--- config.mk ---
export PLATFORM = sky130hd
export DESIGN_NAME = reset_strap_config_sampler
export DESIGN_NICKNAME = d
export VERILOG_FILES = /design/src/rtl/strap_cfg_pkg.sv /design/src/rtl/reset_strap_config_sampler.sv
export SDC_FILE = /design/constraint.sdc
export NUM_CORES = 1
export LEC_CHECK = 0
export ABC_AREA = 0
export BUFFER_PORTS_ARGS = -buffer_cell sky130_fd_sc_hd__clkbuf_2
export CORE_MARGIN = 1
export CORE_UTILIZATION = 25
export DETAILED_ROUTE_END_ITERATION = 6
export REMOVE_ABC_BUFFERS = 1
export SYNTH_ARGS = -nofsm -noshare
export SYNTH_HDL_FRONTEND = slang
export SYNTH_SLANG_ARGS = --single-unit
--- constraint.sdc ---
create_clock -name clock -period 2.5 [get_ports clock]
set_clock_uncertainty 0.15 [all_clocks]
set_input_delay 0.625 -clock clock [delete_from_list [all_inputs] [get_ports clock]]
set_output_delay 0.625 -clock clock [all_outputs]
set_load 0.02 [all_outputs]
--- src/rtl/strap_cfg_pkg.sv ---
package strap_cfg_pkg;

    // host port modes
    typedef enum logic {
        host_i2c_type = 1'b0,
        host_spi_type = 1'b1
    } host_mode_type;

    // electrical format of one output
    typedef enum logic [1:0] {
        fmt_unused_type = 2'h0,
        fmt_diff_type = 2'h1,
        fmt_cmos_type = 2'h2
    } out_fmt_type;

    // output frequency codes
    typedef enum logic [1:0] {
        freq_none_type = 2'h0,
        freq_25m_type = 2'h1,
        freq_75m_type = 2'h2,
        freq_100m_type = 2'h3
    } out_freq_type;

    // reference source selection codes
    localparam logic [1:0] REF_SEL_RESET = 2'h0;
    localparam logic [1:0] REF_SEL_OSC = 2'h2;
    localparam logic [1:0] REF_SEL_XTAL = 2'h1;

    localparam logic [6:0] I2C_SLAVE_ADDR = 7'h77;
    localparam logic [2:0] CFG_RESET = 3'h0;
    localparam int NUM_OUTPUTS = 6;
    localparam int SPREAD_BIT = 2;

    // minimum reset low time, for the board side
    localparam int RESET_MIN_NS = 1000;
    localparam int CLOCK_PERIOD_NS = 20;
    localparam int RESET_MIN_CYCLES =
        (RESET_MIN_NS + CLOCK_PERIOD_NS - 1) / CLOCK_PERIOD_NS;

    // captured strap levels
    typedef struct packed {
        logic test_mode;
        logic [1:0] host_sel;
        logic [2:0] config_number;
    } strap_status_type;

    localparam strap_status_type STRAP_RESET = 6'h00;

    // plan of one output clock
    typedef struct packed {
        out_fmt_type fmt;
        out_freq_type freq;
        logic from_second_div;
        logic spread;
    } out_plan_type;

    localparam out_plan_type PLAN_RESET = 6'h00;

endpackage : strap_cfg_pkg

--- src/rtl/reset_strap_config_sampler.sv ---
`timescale 1ns/1ns
// What this block does
// sample straps on reset rising edge
// store captured straps in status register
// dual-purpose pins switch to run-time role
// test strap high enters manufacturing test
// host select straps pick I2C or SPI
// three straps pick one of eight plans
// code 000 basic plan, output 3-5 unused
// code 001 all outputs used, 25MHz cmos
// code 010 like 001 with 75MHz cmos
// code 011 all outputs 100MHz differential
// code 100: output 6 spread from divider two
// codes 101-111: outputs 3-6 spread
// select 10 enables oscillator input on pin a
// select 01 enables crystal driver
// asynchronous reset restores defaults, held while low
// board holds reset low at least 1us
// test pin becomes pll lock output
// spi master drives chip select, never floats
// captured straps stay fixed until next reset
module reset_strap_config_sampler (
    input wire logic clock,
    input wire logic rst_b,
    input wire logic factory_test_lock_pin_in,
    output logic factory_test_lock_pin_out,
    output logic factory_test_lock_pin_oe,
    input wire logic host_sel0_chip_select_pin_in,
    input wire logic host_sel1_serial_out_pin_in,
    output logic host_sel1_serial_out_pin_out,
    output logic host_sel1_serial_out_pin_oe,
    input wire logic [2:0] config_number_straps,
    input wire logic pll_lock_indicator,
    input wire logic spi_serial_out,
    input wire logic spi_serial_out_en,
    input wire logic [1:0] ref_source_select,
    output strap_cfg_pkg::strap_status_type strap_capture_status,
    output logic run_mode,
    output logic test_mode,
    output strap_cfg_pkg::host_mode_type host_mode,
    output logic [6:0] i2c_slave_addr,
    output logic spi_chip_select_b,
    output logic spread_spectrum,
    output strap_cfg_pkg::out_plan_type [5:0] out_plan,
    output logic ref_osc_input_en,
    output logic ref_pin_b_unused,
    output logic ref_xtal_driver_en
);

    logic rst_meta_ff;
    logic rst_sync_ff;
    logic [5:0] strap_meta_ff;
    logic [5:0] strap_sync_ff;
    logic cs_meta_ff;
    logic cs_sync_ff;
    logic lock_meta_ff;
    logic lock_sync_ff;
    logic run_mode_ff;
    strap_cfg_pkg::strap_status_type status_ff;
    strap_cfg_pkg::out_plan_type [5:0] plan_ff;
    strap_cfg_pkg::out_plan_type [5:0] nxt_plan;
    logic test_mode_ff;
    logic host_spi_ff;
    logic spread_ff;
    logic osc_en_ff;
    logic xtal_en_ff;
    logic lock_out_ff;
    logic lock_oe_ff;
    logic miso_out_ff;
    logic miso_oe_ff;
    logic cs_b_ff;

    // reset release through two flip-flops
    always_ff @(posedge clock or negedge rst_b) begin
        if (!rst_b) begin
            rst_meta_ff <= 1'b0;
            rst_sync_ff <= 1'b0;
        end else begin
            rst_meta_ff <= 1'b1;
            rst_sync_ff <= rst_meta_ff;
        end
    end

    // strap pins and run-time inputs synchronised
    always_ff @(posedge clock or negedge rst_b) begin
        if (!rst_b) begin
            strap_meta_ff <= 6'h00;
            strap_sync_ff <= 6'h00;
            cs_meta_ff <= 1'b1;
            cs_sync_ff <= 1'b1;
            lock_meta_ff <= 1'b0;
            lock_sync_ff <= 1'b0;
        end else begin
            strap_meta_ff <= {factory_test_lock_pin_in,
                              host_sel1_serial_out_pin_in,
                              host_sel0_chip_select_pin_in,
                              config_number_straps};
            strap_sync_ff <= strap_meta_ff;
            cs_meta_ff <= host_sel0_chip_select_pin_in;
            cs_sync_ff <= cs_meta_ff;
            lock_meta_ff <= pll_lock_indicator;
            lock_sync_ff <= lock_meta_ff;
        end
    end

    // strap decode
    wire logic capture = rst_sync_ff && !run_mode_ff;
    wire logic [2:0] cfg_num = strap_sync_ff[2:0];
    wire logic cap_test = strap_sync_ff[5];
    wire logic [1:0] cap_host = strap_sync_ff[4:3];
    wire logic cap_spi = &cap_host;
    wire logic cap_spread = cfg_num[strap_cfg_pkg::SPREAD_BIT];
    wire logic [1:0] base_cfg = cfg_num[1:0];
    wire logic sel_osc = ref_source_select == strap_cfg_pkg::REF_SEL_OSC;
    wire logic sel_xtal = ref_source_select == strap_cfg_pkg::REF_SEL_XTAL;

    // per-output plan from config number
    always_comb begin
        strap_cfg_pkg::out_plan_type diff;
        diff = '{fmt: strap_cfg_pkg::fmt_diff_type,
                 freq: strap_cfg_pkg::freq_100m_type,
                 from_second_div: 1'b0, spread: 1'b0};
        nxt_plan[0] = diff;
        nxt_plan[1] = '{fmt: strap_cfg_pkg::fmt_cmos_type,
                        freq: strap_cfg_pkg::freq_25m_type,
                        from_second_div: 1'b0, spread: 1'b0};
        if (base_cfg == 2'h2) begin
            nxt_plan[1].freq = strap_cfg_pkg::freq_75m_type;
        end
        if (base_cfg == 2'h3) begin
            nxt_plan[1] = diff;
        end
        for (int i = 2; i < strap_cfg_pkg::NUM_OUTPUTS; i++) begin
            nxt_plan[i] = diff;
            if (base_cfg == 2'h0 && i < 5) begin
                nxt_plan[i] = strap_cfg_pkg::PLAN_RESET;
            end else if (cap_spread) begin
                nxt_plan[i].from_second_div = 1'b1;
                nxt_plan[i].spread = 1'b1;
            end
        end
    end

    // one-shot capture at reset release, frozen afterwards
    always_ff @(posedge clock or negedge rst_b) begin
        if (!rst_b) begin
            run_mode_ff <= 1'b0;
            status_ff <= strap_cfg_pkg::STRAP_RESET;
            plan_ff <= {6{strap_cfg_pkg::PLAN_RESET}};
            test_mode_ff <= 1'b0;
            host_spi_ff <= 1'b0;
            spread_ff <= 1'b0;
        end else if (capture) begin
            run_mode_ff <= 1'b1;
            status_ff <= '{test_mode: cap_test, host_sel: cap_host,
                           config_number: cfg_num};
            plan_ff <= nxt_plan;
            test_mode_ff <= cap_test;
            host_spi_ff <= cap_spi;
            spread_ff <= cap_spread;
        end
    end

    // reference source and run-time pin roles
    always_ff @(posedge clock or negedge rst_b) begin
        if (!rst_b) begin
            osc_en_ff <= 1'b0;
            xtal_en_ff <= 1'b0;
            lock_out_ff <= 1'b0;
            lock_oe_ff <= 1'b0;
            miso_out_ff <= 1'b0;
            miso_oe_ff <= 1'b0;
            cs_b_ff <= 1'b1;
        end else begin
            osc_en_ff <= sel_osc;
            xtal_en_ff <= sel_xtal;
            lock_out_ff <= run_mode_ff && lock_sync_ff;
            lock_oe_ff <= run_mode_ff;
            miso_out_ff <= spi_serial_out;
            miso_oe_ff <= run_mode_ff && host_spi_ff
                          && spi_serial_out_en;
            cs_b_ff <= !(run_mode_ff && host_spi_ff) || cs_sync_ff;
        end
    end

    assign strap_capture_status = status_ff;
    assign run_mode = run_mode_ff;
    assign test_mode = test_mode_ff;
    assign host_mode = host_spi_ff ? strap_cfg_pkg::host_spi_type
                                   : strap_cfg_pkg::host_i2c_type;
    assign i2c_slave_addr = strap_cfg_pkg::I2C_SLAVE_ADDR;
    assign spi_chip_select_b = cs_b_ff;
    assign spread_spectrum = spread_ff;
    assign out_plan = plan_ff;
    assign ref_osc_input_en = osc_en_ff;
    assign ref_pin_b_unused = osc_en_ff;
    assign ref_xtal_driver_en = xtal_en_ff;
    assign factory_test_lock_pin_out = lock_out_ff;
    assign factory_test_lock_pin_oe = lock_oe_ff;
    assign host_sel1_serial_out_pin_out = miso_out_ff;
    assign host_sel1_serial_out_pin_oe = miso_oe_ff;

endmodule : reset_strap_config_sampler

== Word-level counts from Yosys, hierarchy flattened ==
Index checks and enable logic that the tools add are counted.
Storage, ports and cells
  word-level logic and storage cells: 51
  output and inout bits: 61
  flip-flop bits (word level): 49
Operators by class
  reduce and logical (&&, ||, !) cells: 9
  equal/unequal tests: 4
  multiplexer cells: 6
Operators with widths (number)
  2-bit == test (second input constant): 3
  2-bit two-way mux: 3
  6-bit two-way mux: 1
  1-bit logical AND: 4
  3-bit two-way mux: 1
  2-bit by 1-bit == test with 1-bit output (second input constant): 1
  1-bit logical NOT: 2
  2-bit logical NOT: 1
  2-bit AND reduction: 1
  1-bit logical OR: 1
  1-bit two-way mux: 1

== Depth between registers and ports, before layout ==
  depth in word-level cells: 3
  mapped depth: 3
  depth with buffers taken out: 2

== Worst setup path after synthesis ==
No wires, ideal clock.
  path kind: register to output
  start point: reg, netlist name out_plan[32]
  end point: out out_plan[2] in the netlist's numbering
  cell stages (with the launch flop): 2
  buffers on the path: 1
  data required time: 1.725 ns
  arrival: 0.797 ns
  path slack: 0.928 ns
  cells stage by stage: dfrtp_1 > buf_4
RTL lines
  to (decl): RTL line reset_strap_config_sampler.sv:44  | output strap_cfg_pkg::out_plan_type [5:0] out_plan,

==> impl_metrics.prom <==
# TYPE chip_impl_metric gauge
chip_impl_metric{name="worstSkewPairLatency",unit="ps"} 280
chip_impl_metric{name="cts.repair_timing.setup_buffer_count",unit=""} 0
chip_impl_metric{name="core_region_area",unit="mm2"} 0.00592
chip_impl_metric{name="dpl.cell_count",unit=""} 218
chip_impl_metric{name="syn_area_per_cell",unit="um2"} 13.8
chip_impl_metric{name="clkTransAtPathRegs",unit="ps"} 80
chip_impl_info{name="mostFrequentLayoutCell",value="clkbuf_2"} 1
chip_impl_metric{name="drt_pre_antenna_iters",unit=""} 6
chip_impl_metric{name="power_density",unit="mW/mm2"} 805
chip_impl_metric{name="power.ir.vdd_worst",unit="mV"} 0.256
chip_impl_metric{name="cp_data_required_time",unit="ps"} 1730
chip_impl_info{name="netlist_top_cells_area",value="dfrtp_1, buf_4, dfstp_2, mux2_4, mux2_2"} 1
chip_impl_metric{name="grt_first_pass_wirelength",unit="mm"} 3.48
chip_impl_metric{name="power_frac_clock",unit="%"} 35.7
chip_impl_metric{name="power_report.internal_total",unit="uW"} 1040
chip_impl_metric{name="worst-endpoint-arrival",unit="ps"} 1080
chip_impl_metric{name="critPathMaxFanout",unit=""} 14
chip_impl_metric{name="routed-via-count",unit=""} 791
chip_impl_info{name="cell_family_contributing_the_most_delay_on_the_critical_path",value="flip-flops"} 1
chip_impl_info{name="rsz0062_at_grt",value="false"} 1
chip_impl_metric{name="dieWidth",unit="um"} 80.3
chip_impl_info{name="crit_path_end",value="out_plan[2]"} 1
chip_impl_metric{name="postRouteWirelength",unit="mm"} 2.16
chip_impl_metric{name="max-clock-path-buffers",unit=""} 2
chip_impl_metric{name="tritoncts_num_sinks",unit=""} 39
chip_impl_metric{name="finalNonFillerCells",unit=""} 226
chip_impl_metric{name="layout.nets",unit=""} 163
chip_impl_metric{name="totalPowerFinal",unit="uW"} 1430
chip_impl_metric{name="floorplan.rows",unit=""} 28
chip_impl_metric{name="cp.buffers_inverters",unit=""} 1
chip_impl_metric{name="die_height",unit="um"} 80.3
chip_impl_metric{name="layout-drive-gt1-share",unit="%"} 51.0
chip_impl_metric{name="synth_top_area_share",unit="%"} 58.7
chip_impl_info{name="crit_path_cell_trace",value="clkbuf_2"} 1
chip_impl_metric{name="share_seq_of_total_power",unit="%"} 49.2
chip_impl_metric{name="period_share",unit="%"} 74.0
chip_impl_metric{name="antenna_cells_inserted",unit=""} 0
chip_impl_metric{name="antenna_violations_before_repair",unit=""} 0
chip_impl_info{name="layout.cells.most_common_list",value="clkbuf_2, dfrtp_1, conb_1"} 1
chip_impl_metric{name="cts_inserted_buffers",unit=""} 5
chip_impl_metric{name="r2r_cells",unit=""} 2
chip_impl_metric{name="power_leakage",unit="uW"} 0.000970
chip_impl_info{name="r2r_start",value="out_plan[32]"} 1
chip_impl_metric{name="final_core_utilization",unit="%"} 30.0
chip_impl_metric{name="net-switching-power",unit="uW"} 389
chip_impl_info{name="timing.critical_path.to_type",value="output port"} 1
chip_impl_metric{name="finalSetupViolCount",unit=""} 0
chip_impl_metric{name="yosysSeqAreaShare",unit="%"} 63.9
chip_impl_metric{name="cts_repair_resize_count",unit=""} 0
chip_impl_metric{name="yosys.cell_types.count",unit=""} 23
chip_impl_info{name="reg2reg_to",value="test_mode"} 1
chip_impl_info{name="hold_path.class",value="reg -> reg"} 1
chip_impl_metric{name="final_period_minus_worst_setup_slack",unit="ps"} 1850
chip_impl_metric{name="timing.critical_path.depth",unit=""} 1
chip_impl_metric{name="ctsHtreeMaxLevel",unit=""} 2
chip_impl_info{name="tritoncts",value="yes"} 1
chip_impl_metric{name="grt-ovfl-total",unit=""} 0
chip_impl_info{name="crit_path_top_delay_cell",value="dfrtp_1"} 1
chip_impl_metric{name="timing_max_transition_violations_final",unit=""} 0
chip_impl_metric{name="timing.max_cap.violations",unit=""} 0
chip_impl_metric{name="power.share.combinational",unit="%"} 15.1
chip_impl_metric{name="mappedNetlistArea",unit="mm2"} 0.00153
chip_impl_metric{name="first_global_vias",unit=""} 739
chip_impl_info{name="cp-start-kind",value="flop"} 1
chip_impl_metric{name="area.growth.synth_to_final",unit="%"} 15.9
chip_impl_metric{name="io_pins",unit=""} 74
chip_impl_metric{name="hpwl",unit="mm"} 1.59
chip_impl_metric{name="timing.reg2reg.setup_slack",unit="ps"} 1010
chip_impl_metric{name="initial_core_util",unit="%"} 25.9
chip_impl_metric{name="fmax",unit="MHz"} 540
chip_impl_metric{name="cts-hold-fix-buffers",unit=""} 0
chip_impl_metric{name="grt_use_total",unit="%"} 7.38
chip_impl_info{name="highest_layer_used_for_signal_routing",value="met4"} 1
chip_impl_info{name="outcome",value="completed"} 1
chip_impl_info{name="clockRootBuffer",value="clkbuf_8"} 1
chip_impl_metric{name="met2RoutedLength",unit="mm"} 1.02
chip_impl_metric{name="post_detailed_route_wirelength_per_cell",unit="um"} 9.55
chip_impl_metric{name="post_detailed_route_drc_marker_count",unit=""} 0
chip_impl_metric{name="flip_flop_and_latch_count_after_synthesis",unit=""} 39
chip_impl_metric{name="synth.yosys.warnings",unit=""} 0
chip_impl_metric{name="finalHoldViolations",unit=""} 0
chip_impl_metric{name="place.gp.congestion",unit=""} 0.629
chip_impl_metric{name="syn-instance-count",unit=""} 111
chip_impl_info{name="synth_top_area_cell",value="dfrtp_1"} 1
chip_impl_metric{name="worst_path_largest_cell_delay",unit="ps"} 550
chip_impl_metric{name="detail_route.iter0.violations",unit=""} 35
chip_impl_metric{name="grt_max_degree",unit=""} 40
chip_impl_metric{name="total_neg_setup_slack",unit="ps"} 0
chip_impl_info{name="critical_path_class",value="reg -> out"} 1
chip_impl_info{name="crit_path_start",value="out_plan[32]"} 1
chip_impl_metric{name="io_buffers",unit=""} 57
chip_impl_metric{name="ant_nets",unit=""} 0
chip_impl_metric{name="dr_wl_met3",unit="um"} 172
chip_impl_metric{name="m1_wl",unit="um"} 917
chip_impl_metric{name="floorplan.die_area",unit="mm2"} 0.00645
chip_impl_metric{name="netSwitchingFraction",unit="%"} 27.2
chip_impl_metric{name="avgViaCountPerCell",unit=""} 3.50
==> layout make-up <==
cell class,count,area (um2)
Clock buffer,5,68.8
Clock inverter,3,43.8
Fill cell,606,4140
Inverter,4,15.0
Multi-Input combinational cell,42,284
Sequential cell,39,980
Tap cell,75,93.8
Timing Repair Buffer,58,293
==> worst min path at each step <==
stage	from	to	slack [ps]	depth (start not counted)
final	strap_meta_ff[3]	strap_sync_ff[3]	200	0
after global routing	strap_meta_ff[4]	strap_sync_ff[4]	210	0
after CTS	strap_meta_ff[3]	strap_sync_ff[3]	200	0
after detailed placement	strap_meta_ff[3]	strap_sync_ff[3]	190	0
after global placement	rst_meta_ff	rst_sync_ff	180	0
after floorplan	rst_b	factory_test_lock_pin_oe	180	0
==> worst register-to-register path, stage by stage, from the launching register on <==
cell      delay, ps
dfrtp_1         550
nand2b_4        320
mux2_2          360
==> cells by family after synthesis <==
kind of cell           synth area share (%)
DFF                                    63.9
buffers and inverters                  21.3
muxes                                  7.10
AOI/OAI and AO/OA                      2.37
and+or+nand+nor                        4.89
other                                 0.490
==> stage by stage <==
stage / instance area (um2) / setup WS, ps / hold WS (ps)
after detailed placement: 1670 / 936 / 186
after global routing: 1780 / 536 / 212
after floorplan: 1280 / 259 / 179
after CTS: 1780 / 609 / 200
final: 1780 / 649 / 196
after global placement: 1670 / 982 / 182
==> sequential cells by signal (all words and copies together), names as in the netlist, 5 cells and up <==
register	flops
strap_meta_ff	6
out_plan	7
strap_sync_ff	6
strap_capture_status	5
==> power by group through the flow <==
stage / logic [uW] / clock network, uW / registers, uW
after floorplan: 48.8 / 0 / 795
after global placement: 217 / 0 / 717
after detailed placement: 220 / 0 / 718
after CTS: 220 / 532 / 706
after global routing: 236 / 567 / 713
final: 217 / 510 / 704
==> synthesized netlist by cell type, drive strengths merged <==
cell and n:
buf 41, dfrtp 36, mux2 6, inv 4
dfstp 3, mux2i 3, a21o 2, conb 2
nand2b 2, nor2b 2, a22o 1, a22oi 1
and2 1, and3 1, and3b 1, nand2 1
nand3b 1, nor2 1, o21ai 1, or2 1
==> metal layers <==
metal  vias up  global-route usage [%]
li1        368                       -
met1       381                    8.86
met2        37                    10.9
met3         5                    3.52
met4         0                    3.75
met5         -                       0
No activity file was read; power rests on OpenSTA's default activity.
